[src/boot_loader_pkg.sv]
// Package: constants and state codes of the serial boot RAM loader
// How it works
// RULE_01 - Controller opens with 86H; receiver off, device times it to find the bit period.
// RULE_02 - Bit period out of range: device halts and never transmits anything.
// RULE_03 - Good rate: load baud setting, enable receiver, then send 86H acknowledge.
// RULE_04 - Controller gives up after 5 seconds without a proper 86H reply.
// RULE_05 - Third byte carries the command; 10H asks for a RAM transfer.
// RULE_06 - Command byte with receive error answers previous upper nibble with 8.
// RULE_07 - RAM transfer command without protection is echoed 10H and proceeds.
// RULE_08 - Protection active: command answered with low nibble 6, then new command awaited.
// RULE_09 - Unknown command answered with low nibble 1, then new command awaited.
// RULE_10 - Twelve password bytes compared in order with stored flash password.
// RULE_11 - Each segment ends with two's complement checksum of its bytes.
// RULE_12 - Receive error in password segment answers 18H, back to command wait.
// RULE_13 - Password segment sum nonzero answers 11H, back to command wait.
// RULE_14 - Any password mismatch answers 11H, back to command wait.
// RULE_15 - Password segment fully good answers 10H.
// RULE_16 - Four address bytes arrive most significant first.
// RULE_17 - Two length bytes arrive high byte first.
// RULE_18 - Header segment: receive error answers 18H, bad sum answers 11H.
// RULE_19 - Controller keeps loaded data inside internal user RAM window.
// RULE_20 - Payload bytes stored at consecutive addresses from start, exactly length bytes.
// RULE_21 - Payload: receive error 18H, bad sum 11H, otherwise 10H.
// RULE_22 - Execution starts at start address only after payload answered 10H.
// RULE_23 - Protect Set enables read and write protection, skipped on password failure.
// RULE_24 - All password bytes are received; mismatch remembered until checksum arrives.
package boot_loader_pkg;
  localparam int CLK_HZ = 100_000_000;
  localparam int BIT_W = 16;
  localparam logic [BIT_W-1:0] MIN_BIT_CYC = 16'h0004;
  localparam logic [BIT_W-1:0] BAUD_RST = 16'h0000;
  localparam logic [2:0] IDLE_BITS = 3'h4;
  localparam logic [7:0] SYNC_BYTE = 8'h86;
  localparam logic [7:0] CMD_RAM = 8'h10;
  localparam logic [7:0] CMD_PROT = 8'h60;
  localparam logic [3:0] NIB_OK = 4'h0;
  localparam logic [3:0] NIB_SUM = 4'h1;
  localparam logic [3:0] NIB_PROT = 4'h6;
  localparam logic [3:0] NIB_COMM = 4'h8;
  localparam logic [3:0] CMD_HI_RST = 4'h0;
  localparam int PW_BYTES = 12;
  localparam logic [3:0] PW_LAST = 4'hc;
  localparam logic [3:0] HDR_LAST = 4'h6;
  localparam int FIFO_DEPTH = 32;
  localparam int ADDR_W = 32;
  localparam int LEN_W = 16;

  typedef enum logic [3:0] {
    S_MEAS_WAIT = 4'h0,
    S_MEAS_LOW = 4'h1,
    S_MEAS_IDLE = 4'h2,
    S_HALT = 4'h3,
    S_ACK = 4'h4,
    S_CMD = 4'h5,
    S_PW = 4'h6,
    S_HDR = 4'h7,
    S_DATA = 4'h8,
    S_DCHK = 4'h9,
    S_DRAIN = 4'ha,
    S_RUN = 4'hb
  } state_t;
endpackage : boot_loader_pkg

[src/byte_fifo.sv]
// Flip-flop FIFO with valid/ready on both sides
`timescale 1ns/1ps
module byte_fifo #(
  parameter int WIDTH = 8,
  parameter int DEPTH = 32
) (
  // Clocking
  input wire logic clk_sys_i,
  input wire logic rst_i,
  input wire logic ce_i,
  // Fill side
  input wire logic in_valid_i,
  output logic in_ready_o,
  input wire logic [WIDTH-1:0] in_data_i,
  // Drain side
  output logic out_valid_o,
  input wire logic out_ready_i,
  output logic [WIDTH-1:0] out_data_o
);
  localparam int AW = $clog2(DEPTH);
  logic [WIDTH-1:0] mem_q [DEPTH];
  logic [AW-1:0] wr_q;
  logic [AW-1:0] rd_q;
  logic [AW:0] cnt_q;
  wire push = in_valid_i && in_ready_o;
  wire pop = out_valid_o && out_ready_i;

  assign in_ready_o = (cnt_q != (AW+1)'(DEPTH));
  assign out_valid_o = (cnt_q != '0);
  assign out_data_o = mem_q[rd_q];

  always_ff @(posedge clk_sys_i) begin
    if (rst_i) begin
      wr_q <= '0;
      rd_q <= '0;
      cnt_q <= '0;
    end else if (ce_i) begin
      if (push) begin
        mem_q[wr_q] <= in_data_i;
        wr_q <= (wr_q == AW'(DEPTH-1)) ? '0 : wr_q + 1'b1;
      end
      if (pop) begin
        rd_q <= (rd_q == AW'(DEPTH-1)) ? '0 : rd_q + 1'b1;
      end
      cnt_q <= cnt_q + (AW+1)'(push) - (AW+1)'(pop);
    end
  end
endmodule : byte_fifo

[src/serial_boot_ram_loader.sv]
// Serial boot command handler: rate detect, RAM transfer, protect set
`timescale 1ns/1ps
module serial_boot_ram_loader #(
  parameter int FIFO_DEPTH = boot_loader_pkg::FIFO_DEPTH
) (
  // Clocking
  input wire logic clk_sys_i,
  input wire logic rst_i,
  input wire logic ce_i,
  // Serial pins
  input wire logic rxd_i,
  output logic txd_o,
  // Flash password and protection state
  input wire logic [8*boot_loader_pkg::PW_BYTES-1:0] pw_ref_i,
  input wire logic read_prot_i,
  input wire logic write_prot_i,
  output logic protect_set_o,
  // RAM write port
  output logic ram_we_o,
  input wire logic ram_ready_i,
  output logic [boot_loader_pkg::ADDR_W-1:0] ram_addr_o,
  output logic [7:0] ram_wdata_o,
  // Status and hand-off
  output logic boot_halted_o,
  output logic receiver_enable_bit_o,
  output logic [boot_loader_pkg::BIT_W-1:0] baud_gen_ctrl_o,
  output logic exec_start_o,
  output logic [boot_loader_pkg::ADDR_W-1:0] exec_addr_o
);
  localparam int BW = boot_loader_pkg::BIT_W;

  // Ack code by priority: receive error, then checksum, then password
  function automatic logic [7:0] ack_code(input logic [3:0] hi, input logic e, input logic [7:0] s,
                                          input logic bad);
    if (e) ack_code = {hi, boot_loader_pkg::NIB_COMM};
    else if (s != 8'h00 || bad) ack_code = {hi, boot_loader_pkg::NIB_SUM};
    else ack_code = {hi, boot_loader_pkg::NIB_OK};
  endfunction : ack_code

  // ****************************************
  // Pin synchroniser
  // ****************************************
  logic rx_m_q;
  logic rx_s_q;
  always_ff @(posedge clk_sys_i) begin
    if (rst_i) begin
      rx_m_q <= 1'b1;
      rx_s_q <= 1'b1;
    end else if (ce_i) begin
      rx_m_q <= rxd_i;
      rx_s_q <= rx_m_q;
    end
  end

  // ****************************************
  // Receiver and transmitter
  // ****************************************
  logic rx_en_q;
  logic [BW-1:0] baud_q;
  logic rx_busy_q;
  logic [BW-1:0] rx_cnt_q;
  logic [3:0] rx_bit_q;
  logic [7:0] rx_sh_q;
  logic rx_vld_q;
  logic rx_err_q;
  logic tx_busy_q;
  logic [9:0] tx_sh_q;
  logic [BW-1:0] tx_cnt_q;
  logic [3:0] tx_bit_q;
  logic tx_go;
  logic [7:0] ack_q;

  wire rx_tick = (rx_cnt_q == '0);
  wire tx_tick = (tx_cnt_q == '0);

  always_ff @(posedge clk_sys_i) begin
    if (rst_i) begin
      rx_busy_q <= 1'b0;
      rx_cnt_q <= '0;
      rx_bit_q <= '0;
      rx_sh_q <= '0;
      rx_vld_q <= 1'b0;
      rx_err_q <= 1'b0;
    end else if (ce_i) begin
      rx_vld_q <= 1'b0;
      if (!rx_en_q) begin
        rx_busy_q <= 1'b0;
      end else if (!rx_busy_q) begin
        if (!rx_s_q) begin
          rx_busy_q <= 1'b1;
          rx_cnt_q <= baud_q >> 1;
          rx_bit_q <= '0;
        end
      end else if (!rx_tick) begin
        rx_cnt_q <= rx_cnt_q - 1'b1;
      end else begin
        rx_cnt_q <= baud_q - 1'b1;
        rx_bit_q <= rx_bit_q + 1'b1;
        if (rx_bit_q == 4'h0 && rx_s_q) begin
          rx_busy_q <= 1'b0;
        end else if (rx_bit_q == 4'h9) begin
          rx_busy_q <= 1'b0;
          rx_vld_q <= 1'b1;
          rx_err_q <= !rx_s_q;
        end else if (rx_bit_q != 4'h0) begin
          rx_sh_q <= {rx_s_q, rx_sh_q[7:1]};
        end
      end
    end
  end

  always_ff @(posedge clk_sys_i) begin
    if (rst_i) begin
      tx_busy_q <= 1'b0;
      tx_sh_q <= 10'h3ff;
      tx_cnt_q <= '0;
      tx_bit_q <= '0;
    end else if (ce_i) begin
      if (tx_go) begin
        tx_busy_q <= 1'b1;
        tx_sh_q <= {1'b1, ack_q, 1'b0};
        tx_cnt_q <= baud_q - 1'b1;
        tx_bit_q <= '0;
      end else if (tx_busy_q && !tx_tick) begin
        tx_cnt_q <= tx_cnt_q - 1'b1;
      end else if (tx_busy_q) begin
        tx_cnt_q <= baud_q - 1'b1;
        tx_sh_q <= {1'b1, tx_sh_q[9:1]};
        tx_bit_q <= tx_bit_q + 1'b1;
        tx_busy_q <= (tx_bit_q != 4'h9);
      end
    end
  end
  assign txd_o = tx_sh_q[0];

  // ****************************************
  // Payload buffer
  // ****************************************
  logic fifo_in_valid;
  logic fifo_in_ready;
  logic fifo_out_valid;

  byte_fifo #(.WIDTH(8), .DEPTH(FIFO_DEPTH)) u_fifo (
    .clk_sys_i(clk_sys_i),
    .rst_i(rst_i),
    .ce_i(ce_i),
    .in_valid_i(fifo_in_valid),
    .in_ready_o(fifo_in_ready),
    .in_data_i(rx_sh_q),
    .out_valid_o(fifo_out_valid),
    .out_ready_i(ram_ready_i),
    .out_data_o(ram_wdata_o)
  );
  assign ram_we_o = fifo_out_valid;

  // ****************************************
  // Session sequencer
  // ****************************************
  boot_loader_pkg::state_t st_q;
  boot_loader_pkg::state_t ret_q;
  logic [BW:0] meas_q;
  logic sent_q;
  logic [3:0] cmd_hi_q;
  logic cmd_prot_q;
  logic [3:0] idx_q;
  logic [7:0] sum_q;
  logic err_q;
  logic pw_bad_q;
  logic [boot_loader_pkg::ADDR_W-1:0] addr_q;
  logic [boot_loader_pkg::LEN_W-1:0] len_q;
  logic [boot_loader_pkg::ADDR_W-1:0] wr_addr_q;
  logic prot_q;
  logic exec_q;

  wire [7:0] sum_now = sum_q + rx_sh_q;
  wire err_now = err_q || rx_err_q;
  wire [7:0] pw_byte = pw_ref_i[8*(boot_loader_pkg::PW_BYTES-1-int'(idx_q)) +: 8];
  wire protected_now = read_prot_i || write_prot_i;
  wire [7:0] seg_ack = ack_code(cmd_hi_q, err_now, sum_now, pw_bad_q);
  wire [BW:0] half_low = meas_q >> 1;
  wire rate_ok = (meas_q[BW] == 1'b0) && (half_low[BW-1:0] >= boot_loader_pkg::MIN_BIT_CYC);
  wire [BW+2:0] idle_need = (BW+3)'(baud_q) * (BW+3)'(boot_loader_pkg::IDLE_BITS);
  wire data_byte = (st_q == boot_loader_pkg::S_DATA) && rx_vld_q;

  assign tx_go = ce_i && (st_q == boot_loader_pkg::S_ACK) && !sent_q && !tx_busy_q;
  assign fifo_in_valid = data_byte && fifo_in_ready; // [RULE_20]

  always_ff @(posedge clk_sys_i) begin
    if (rst_i) begin
      st_q <= boot_loader_pkg::S_MEAS_WAIT;
      ret_q <= boot_loader_pkg::S_CMD;
      meas_q <= '0;
      baud_q <= boot_loader_pkg::BAUD_RST;
      rx_en_q <= 1'b0;
      sent_q <= 1'b0;
      ack_q <= '0;
      cmd_hi_q <= boot_loader_pkg::CMD_HI_RST;
      cmd_prot_q <= 1'b0;
      idx_q <= '0;
      sum_q <= '0;
      err_q <= 1'b0;
      pw_bad_q <= 1'b0;
      addr_q <= '0;
      len_q <= '0;
      wr_addr_q <= '0;
      prot_q <= 1'b0;
      exec_q <= 1'b0;
    end else if (ce_i) begin
      prot_q <= 1'b0;
      exec_q <= 1'b0;
      if (ram_we_o && ram_ready_i) begin
        wr_addr_q <= wr_addr_q + 1'b1; // [RULE_20]
      end
      unique case (st_q)
        boot_loader_pkg::S_MEAS_WAIT: begin
          // The cycle that spots the falling edge is already part of the low run
          meas_q <= {{BW{1'b0}}, !rx_s_q}; // [RULE_01]
          if (!rx_s_q) st_q <= boot_loader_pkg::S_MEAS_LOW;
        end
        // Start bit plus bit 0 of 86H form one low run of two bit times
        boot_loader_pkg::S_MEAS_LOW: begin
          if (rx_s_q) begin
            baud_q <= half_low[BW-1:0];
            meas_q <= '0;
            st_q <= rate_ok ? boot_loader_pkg::S_MEAS_IDLE : boot_loader_pkg::S_HALT; // [RULE_01] [RULE_02]
          end else if (!meas_q[BW]) begin
            meas_q <= meas_q + 1'b1;
          end
        end
        // Rest of the sync byte passes with the receiver still off
        boot_loader_pkg::S_MEAS_IDLE: begin
          if (!rx_s_q) begin
            meas_q <= '0;
          end else if ((BW+3)'(meas_q) >= idle_need) begin
            rx_en_q <= 1'b1; // [RULE_03]
            ack_q <= boot_loader_pkg::SYNC_BYTE; // [RULE_03]
            sent_q <= 1'b0;
            ret_q <= boot_loader_pkg::S_CMD;
            st_q <= boot_loader_pkg::S_ACK;
          end else begin
            meas_q <= meas_q + 1'b1;
          end
        end
        // Dead end: the line stays idle forever
        boot_loader_pkg::S_HALT: st_q <= boot_loader_pkg::S_HALT; // [RULE_02]
        boot_loader_pkg::S_ACK: begin
          if (tx_go) begin
            sent_q <= 1'b1;
          end else if (sent_q && !tx_busy_q) begin
            st_q <= ret_q;
            exec_q <= (ret_q == boot_loader_pkg::S_RUN); // [RULE_22]
          end
        end
        boot_loader_pkg::S_CMD: begin
          idx_q <= '0;
          sum_q <= '0;
          err_q <= 1'b0;
          pw_bad_q <= 1'b0;
          if (rx_vld_q) begin
            sent_q <= 1'b0;
            st_q <= boot_loader_pkg::S_ACK;
            ret_q <= boot_loader_pkg::S_CMD;
            if (!rx_err_q) cmd_hi_q <= rx_sh_q[7:4];
            cmd_prot_q <= (rx_sh_q == boot_loader_pkg::CMD_PROT);
            if (rx_err_q) begin
              ack_q <= {cmd_hi_q, boot_loader_pkg::NIB_COMM}; // [RULE_06]
            end else if (rx_sh_q == boot_loader_pkg::CMD_RAM && protected_now) begin
              ack_q <= {cmd_hi_q, boot_loader_pkg::NIB_PROT}; // [RULE_08]
            end else if (rx_sh_q == boot_loader_pkg::CMD_RAM || rx_sh_q == boot_loader_pkg::CMD_PROT) begin
              ack_q <= rx_sh_q; // [RULE_07]
              ret_q <= boot_loader_pkg::S_PW;
            end else begin
              ack_q <= {cmd_hi_q, boot_loader_pkg::NIB_SUM}; // [RULE_09]
            end
          end
        end
        boot_loader_pkg::S_PW: begin
          if (rx_vld_q) begin
            idx_q <= idx_q + 1'b1;
            sum_q <= sum_now;
            err_q <= err_now;
            if (idx_q != boot_loader_pkg::PW_LAST && rx_sh_q != pw_byte) pw_bad_q <= 1'b1; // [RULE_10] [RULE_24]
            if (idx_q == boot_loader_pkg::PW_LAST) begin
              ack_q <= seg_ack; // [RULE_12] [RULE_13] [RULE_14] [RULE_15]
              sent_q <= 1'b0;
              st_q <= boot_loader_pkg::S_ACK;
              ret_q <= (seg_ack[3:0] != boot_loader_pkg::NIB_OK || cmd_prot_q) ?
                       boot_loader_pkg::S_CMD : boot_loader_pkg::S_HDR;
              prot_q <= cmd_prot_q && (seg_ack[3:0] == boot_loader_pkg::NIB_OK); // [RULE_23]
              idx_q <= '0;
              sum_q <= '0;
              err_q <= 1'b0;
            end
          end
        end
        boot_loader_pkg::S_HDR: begin
          if (rx_vld_q) begin
            idx_q <= idx_q + 1'b1;
            sum_q <= sum_now;
            err_q <= err_now;
            if (idx_q < 4'h4) addr_q <= {addr_q[23:0], rx_sh_q}; // [RULE_16]
            else if (idx_q < boot_loader_pkg::HDR_LAST) len_q <= {len_q[7:0], rx_sh_q}; // [RULE_17]
            else begin
              ack_q <= seg_ack; // [RULE_18]
              sent_q <= 1'b0;
              st_q <= boot_loader_pkg::S_ACK;
              wr_addr_q <= addr_q;
              sum_q <= '0;
              err_q <= 1'b0;
              if (seg_ack[3:0] != boot_loader_pkg::NIB_OK) ret_q <= boot_loader_pkg::S_CMD;
              else if (len_q == '0) ret_q <= boot_loader_pkg::S_DCHK;
              else ret_q <= boot_loader_pkg::S_DATA;
            end
          end
        end
        // A byte the buffer cannot take counts as a receive error
        boot_loader_pkg::S_DATA: begin
          if (rx_vld_q) begin
            sum_q <= sum_now;
            err_q <= err_now || !fifo_in_ready;
            len_q <= len_q - 1'b1;
            if (len_q == 16'h0001) st_q <= boot_loader_pkg::S_DCHK; // [RULE_20]
          end
        end
        boot_loader_pkg::S_DCHK: begin
          if (rx_vld_q) begin
            ack_q <= seg_ack; // [RULE_21]
            sent_q <= 1'b0;
            st_q <= (seg_ack[3:0] == boot_loader_pkg::NIB_OK) ? boot_loader_pkg::S_DRAIN : boot_loader_pkg::S_ACK;
            ret_q <= boot_loader_pkg::S_CMD;
          end
        end
        // Answer only once every stored byte has reached RAM
        boot_loader_pkg::S_DRAIN: begin
          if (!fifo_out_valid) begin
            st_q <= boot_loader_pkg::S_ACK;
            ret_q <= boot_loader_pkg::S_RUN;
          end
        end
        boot_loader_pkg::S_RUN: st_q <= boot_loader_pkg::S_RUN;
        default: st_q <= boot_loader_pkg::S_HALT;
      endcase
    end
  end

  assign protect_set_o = prot_q;
  assign exec_start_o = exec_q;
  assign exec_addr_o = addr_q;
  assign ram_addr_o = wr_addr_q;
  assign boot_halted_o = (st_q == boot_loader_pkg::S_HALT);
  assign receiver_enable_bit_o = rx_en_q;
  assign baud_gen_ctrl_o = baud_q;

  wire cmd_in = ce_i && st_q == boot_loader_pkg::S_CMD && rx_vld_q;
endmodule : serial_boot_ram_loader
[config.mk]
export PLATFORM = sky130hd
export DESIGN_NAME = serial_boot_ram_loader
export DESIGN_NICKNAME = d
export VERILOG_FILES = /design/src/boot_loader_pkg.sv /design/src/byte_fifo.sv /design/src/serial_boot_ram_loader.sv
export SDC_FILE = /design/constraint.sdc
export NUM_CORES = 1
export LEC_CHECK = 0
export BUFFER_PORTS_ARGS = -buffer_cell sky130_fd_sc_hd__buf_4
export CAP_MARGIN = 20
export CORE_AREA = 2 2 224 204
export CTS_CLUSTER_SIZE = 10
export DETAILED_ROUTE_END_ITERATION = 12
export DIE_AREA = 0 0 226 206
export PLACE_DENSITY = 0.87
export SLEW_MARGIN = 5
export SYNTH_ARGS = -nofsm -noshare
export SYNTH_HDL_FRONTEND = slang
export SYNTH_SLANG_ARGS = --single-unit
[constraint.sdc]
create_clock -name clk_sys_i -period 3.6 [get_ports clk_sys_i]
set_clock_uncertainty 0.1 [all_clocks]
set_input_delay 1.08 -clock clk_sys_i [delete_from_list [all_inputs] [get_ports clk_sys_i]]
set_output_delay 1.08 -clock clk_sys_i [all_outputs]
set_load 0.02 [all_outputs]
==> impl_metrics.json, run 1 <==
{
  "wl_met1_mm": 27.7,
  "clockRootBuffer": "clkbuf_16",
  "worst_slack_ps": -490,
  "ir_worst_vdd_uv": 378,
  "synthesis.area_sq_mm": 0.0242,
  "final_design_area_no_fill_sq_mm": 0.0286,
  "area_growth_pct": 18.2,
  "start_util_pct": 54.3,
  "ios": 197,
  "fmax_mhz": 244,
  "cts_tree": "built",
  "synth_adder_area_share_pct": 3.22,
  "yosys-top-cells-area": "edfxtp_1 (32%), dfxtp_1 (20%), mux4_2 (9.3%)",
  "final.period_utilization_pct": 114,
  "synthFlopType": "edfxtp_1",
  "grt-ovfl-total": 0,
  "drive_gt1_share_pct": 20.3,
  "status": "finished with violations",
  "synth.top_cell.area_share_pct": 31.8,
  "ant_nets": 0,
  "h-tree-depth": 2,
  "dr_wl_met2_mm": 35.8,
  "synth-simple-area-share_pct": 14.8,
  "p_per_area_mw_per_mm2": 490,
  "wirelength_mm": 73.1,
  "port_buffers": 196,
  "min_period_ps": 4090,
  "antenna_found_initial": 0,
  "yosysTopAreaCell": "edfxtp_1",
  "worstSetupEndpointType": "primary output",
  "rsz0062_at_grt": "true",
  "place.gp.congestion": 0.949,
  "critPathMaxFanout": 6,
  "fp.dieH_um": 206,
  "synth_xor_area_share_pct": 1.32,
  "via_per_inst": 6.52,
  "dieArea_sq_mm": 0.0466,
  "critPathKind": "reg -> out",
  "cp_data_arrival_time_ps": 2910,
  "post_drt_wl_per_cell_um": 23.4,
  "fin_tns_setup_ps": -3590,
  "synthTopCellsByCount": "edfxtp_1 (256), nand2_1 (250), dfxtp_1 (236), a21oi_1 (186), nor2_1 (186)",
  "hold_viol": 0,
  "cellLeakagePower_nw": 10.8,
  "dr_wl_met3_mm": 6.70,
  "cts_buffer_depth": 3,
  "synth_compound_area_share_pct": 14.3,
  "synth.avg_cell_area_sq_um": 10.6,
  "dpl.hpwl_mm": 48.0,
  "synth_top_family_by_area": "simple AND/OR/NAND/NOR gates",
  "synthArstFlopShare_pct": 0,
  "cp.required_ps": 2420,
  "fp.dieW_um": 226,
  "relSlewSlack_pct": 31.8,
  "n_antenna_cell": 0,
  "clk_pin_slew_ps": 60,
  "synthMuxAreaShare_pct": 11.3,
  "synth_cell_types": 81,
  "synth_seq_cells": 492,
  "placed_area_sq_mm": 0.0266,
  "core_sq_mm": 0.0445,
  "hold_buffers": 0,
  "clock_sinks": 492,
  "grtUsageTotal_pct": 31.1,
  "hp-class": "reg -> reg",
  "rows": 74,
  "violations": "setup timing",
  "drv_cap": 0,
  "synth_edf_count": 256,
  "grt_pass1_wl_mm": 112,
  "dr.pass1.iters": 7,
  "vias": 20400,
  "grt_max_degree": 93,
  "top_layer_used": "met4",
  "synth_nets": 2435,
  "worstMarginPinSlew_ps": 1020,
  "drt_iter0_drc": 2877,
  "ys.warnings.count": 0,
  "setup_viol": 8,
  "grt_pass1_vias": 19500,
  "maxSlewViolCount": 0,
  "nets": 2649,
  "clk_latency_ps": 620,
  "critPathLaunchType": "flop",
  "nFillCells": 3255,
  "yosysMostFrequentCell": "edfxtp_1",
  "drc": 0,
  "seq_area_frac_synth_pct": 51.3,
  "cts_inserted_buffers": 56,
  "netlist_instances": 2271
}
-- worst paths after layout --
check,end,startpoint,slack [ps],cells past startpoint
max reg2reg,u_fifo.mem_q[20][1]$_DFFE_PP_,st_q[1]$_SDFFE_PP0P_,350,7
min reg2reg,ack_q[2]$_SDFFE_PP0P_,ack_q[2]$_SDFFE_PP0P_,370,1
min,ack_q[2]$_SDFFE_PP0P_,ack_q[2]$_SDFFE_PP0P_,370,1
max,ram_wdata_o[5],flop,-490,7
-- metal layers --
metal / vias to the layer above / GRT usage [%]
met3: 217 / 5.86
met4: 0 / 11.8
met2: 1307 / 53.3
met5: - / 0
li1: 8961 / -
met1: 9902 / 39.3
-- critical path: stages, from the launching register on --
cell and delay (ps):
dfxtp_4 370, buf_12 130, buf_4 150, buf_16 140, mux4_2 540, mux4_2 530
mux2_4 300, buf_6 130
-- power by group --
part	leakage (nW)	internal, mW	total (mW)	switching (mW)
clock network	0.789	2.99	5.27	2.28
registers	4.89	6.04	6.28	0.247
logic	5.11	0.999	2.45	1.45
-- through the flow --
stage / utilization, % / std cells / power, mW / worst slack (ps) / hold slack, ps
2_1_floorplan: - / 2271 / 7.98 / 137 / 340
4_1_cts: 64.1 / 3128 / 13.9 / -447 / 371
5_1_grt: 64.2 / 3129 / 14.5 / -523 / 400
3_3_place_gp: 59.8 / 3022 / 8.53 / 225 / 350
6_report: 64.2 / 3129 / 14.0 / -490 / 371
3_5_place_dp: 59.8 / 3022 / 8.65 / 112 / 358
-- cell families (layout without fill, tap and decap cells) --
logic type               count (synthesis)  in the layout
AO/OA/AOI/OAI                          558            558
multiplexers                           147            147
buffers and inverters                  232            482
flip-flops                             492            492
adder cells (fa/ha/maj)                 61             61
AND/OR/NAND/NOR                        746            746
XOR/XNOR                                35             35
-- area by class of cell --
type,instances,area (sq um),share of cell area (%)
flip-flops and latches,492,12400,43.5
multi-input cells,1547,10900,38.1
repair buffers,304,2540,8.89
clock buffers,90,1590,5.57
well taps,608,761,2.66
inverters,84,315,1.10
clock inverters,4,55.1,0.193
-- state kept, by name (all words and copies together) (netlist names), 16 cells and up, named ones only --
register,count
baud_gen_ctrl_o,16
exec_addr_o,32
len_q,16
meas_q,17
ram_addr_o,32
rx_cnt_q,16
tx_cnt_q,16
u_fifo.mem_q,256
-- what timing repair did --
action	4_1_cts	5_1_grt
setup buffers	7	0
cloned	5	1
resized for setup	22	0
setup endpoints to repair	8	8
-- placed cells by master (no fill, tap or decap), drive strengths merged, types with 9 or more instances in the layout --
cell	synthesis	layout
o22ai	17	17
dfxtp	236	236
and3	32	32
a22o	9	9
a211oi	38	38
o21ai	143	143
nor2b	10	10
nor4	21	21
or3	17	17
xor2	11	11
a31oi	16	16
xnor2	23	23
a21oi	186	186
nand4	29	29
nand3	59	59
nor3	58	58
buf	33	302
clkbuf	115	91
mux4	100	100
or4	21	21
nand2	250	250
o31ai	16	16
o211ai	12	12
a22oi	31	31
edfxtp	256	256
a21o	12	12
ha	59	59
nand2b	9	9
inv	82	82
nor2	188	188
mux2i	39	39
No activity file was read; power rests on OpenSTA's default activity.
==> run 2: changes to the inputs <==
--- a/config.mk
+++ b/config.mk
@@ -16,3 +16,4 @@
 export SYNTH_ARGS = -nofsm -noshare
 export SYNTH_HDL_FRONTEND = slang
 export SYNTH_SLANG_ARGS = --single-unit
+export TNS_END_PERCENT = 10
==> impl_metrics.json, run 2 (synthesis gave the netlist of run 1 again) <==
{
  "grt_pass1_wl_mm": 112,
  "fp.dieH_um": 206,
  "setup_viol": 8,
  "switching_share_pct": 28.4,
  "placed_area_sq_mm": 0.0266,
  "clock_sinks": 492,
  "post_drt_wl_per_cell_um": 23.3,
  "clockRootBuffer": "clkbuf_16",
  "nets": 2649,
  "dr.pass1.iters": 6,
  "ant_nets": 0,
  "rsz0062_at_grt": "true",
  "fmax_mhz": 245,
  "ios": 197,
  "grt_max_degree": 93,
  "final_design_area_no_fill_sq_mm": 0.0286,
  "layout_commonest_cell": "buf_4",
  "cellLeakagePower_nw": 10.8,
  "final.period_utilization_pct": 113,
  "drt_iter0_drc": 2699,
  "area_growth_pct": 18.2,
  "cts_inserted_buffers": 56,
  "antenna_found_initial": 0,
  "largest_register_ff_count": 256,
  "maxSlewViolCount": 0,
  "wirelength_mm": 72.9,
  "dieArea_sq_mm": 0.0466,
  "p_clk_share_pct": 37.7,
  "cts_buffer_depth": 3,
  "cpPeakStageDelay_ps": 530,
  "worst_slack_ps": -485,
  "fin_tns_setup_ps": -3570,
  "worstSetupEndpointType": "primary output",
  "status": "finished with violations",
  "ff2ff_path_depth": 9,
  "critPathSlowestCell": "mux4_2",
  "clk_latency_ps": 620,
  "rows": 74,
  "hold_viol": 0,
  "switching_power_mw": 3.98,
  "nFillCells": 3255,
  "critPathKind": "reg -> out",
  "regMostFlops": "u_fifo.mem_q",
  "n_antenna_cell": 0,
  "min_path_cells": 1,
  "start_util_pct": 54.3,
  "hold_buffers": 0,
  "crit_chain": "buf_12, buf_4, buf_16, mux4_2, mux4_2, mux2_4, buf_6",
  "drive_gt1_share_pct": 20.3,
  "sequentialPowerShare_pct": 44.9,
  "p_int_mw": 10.0,
  "reg2reg_slack_ps": 340,
  "pre_cts_ws_ps": 112,
  "p_per_area_mw_per_mm2": 490,
  "grt-ovfl-total": 0,
  "min_period_ps": 4090,
  "vias": 20300,
  "critPathLaunchType": "flop",
  "cp.required_ps": 2420,
  "cp_data_arrival_time_ps": 2910,
  "grt_pass1_vias": 19500,
  "hp-start": "ack_q[2]$_SDFFE_PP0P_",
  "violations": "setup timing",
  "core_sq_mm": 0.0445,
  "clk_pin_slew_ps": 60,
  "drc": 0,
  "timing.rr.start": "rx_sh_q[2]$_SDFFE_PP0P_",
  "final_util_pct": 64.2,
  "via_per_inst": 6.48,
  "r2r_end": "ret_q[2]$_SDFFE_PP1P_",
  "grtUsageTotal_pct": 31.1,
  "cts_tree": "built",
  "dpl.hpwl_mm": 48.0,
  "crit_top_cell": "mux4_2",
  "place.gp.congestion": 0.949,
  "fin_hold_ws_ps": 371,
  "fp.dieW_um": 226,
  "relSlewSlack_pct": 31.7,
  "worstMarginPinSlew_ps": 1020,
  "drv_cap": 0,
  "ir_worst_vdd_uv": 379,
  "h-tree-depth": 2,
  "crit_family": "multiplexers",
  "layout_common_cells": "buf_4 (281), edfxtp_1 (256), nand2_1 (250)",
  "hp-class": "reg -> reg",
  "port_buffers": 196,
  "path_buf_inv": 4,
  "critPathMaxFanout": 6,
  "p_comb_share_pct": 17.5,
  "min_to": "ack_q[2]$_SDFFE_PP0P_"
}
-- run 2: cell counts in the layout (fill, tap and decap cells not counted) --
Identical to the previous run, type by type.
-- run 2: repair_timing --
action                     in CTS  in global routing
setup endpoints to repair       8                  8
setup buffers                   7                  0
gates cloned                    5                  1
gates resized for setup        22                  0
-- run 2: worst max-delay path by stage --
stage                                 to  cells past startpoint  from
after global placement    ram_wdata_o[5]                      5  flop
after floorplan           ram_wdata_o[0]                      5  flop
after global routing      ram_wdata_o[5]                      7  flop
final                     ram_wdata_o[5]                      7  flop
after detailed placement  ram_wdata_o[4]                      5  flop
after CTS                 ram_wdata_o[6]                      7  flop
-- run 2: area by class of cell --
type                       instances  area [sq um]  share of cell area, %
clock inverter                     4          55.1                  0.193
multi-input combinational       1547         10900                   38.1
inverter                          84           315                   1.10
clock buffer                      90          1590                   5.57
tap                              608           761                   2.66
timing repair buffer             304          2540                   8.89
sequential                       492         12400                   43.5
-- run 2: power groups by stage --
stage / combinational (mW) / clock, mW / sequential [mW]
6_report: 2.45 / 5.27 / 6.28
5_1_grt: 2.67 / 5.52 / 6.31
4_1_cts: 2.39 / 5.28 / 6.27
3_5_place_dp: 2.25 / 0 / 6.40
3_3_place_gp: 2.15 / 0 / 6.38
2_1_floorplan: 1.70 / 0 / 6.27
-- run 2: routing by layer --
| metal | global-route usage [%] | vias up | share of wire, % |
|---|---|---|---|
| met4 | 11.8 | 0 | 3.9 |
| li1 | - | 8969 | - |
| met2 | 53.3 | 1311 | 49 |
| met3 | 5.86 | 195 | 9.9 |
| met1 | 39.3 | 9805 | 37 |
| met5 | 0 | - | 0 |
-- run 2: metrics by stage --
step	cells	power, mW
floorplan	2271	7.98
global placement	3022	8.53
detailed placement	3022	8.65
CTS	3128	13.9
global route	3129	14.5
finish	3129	14.0
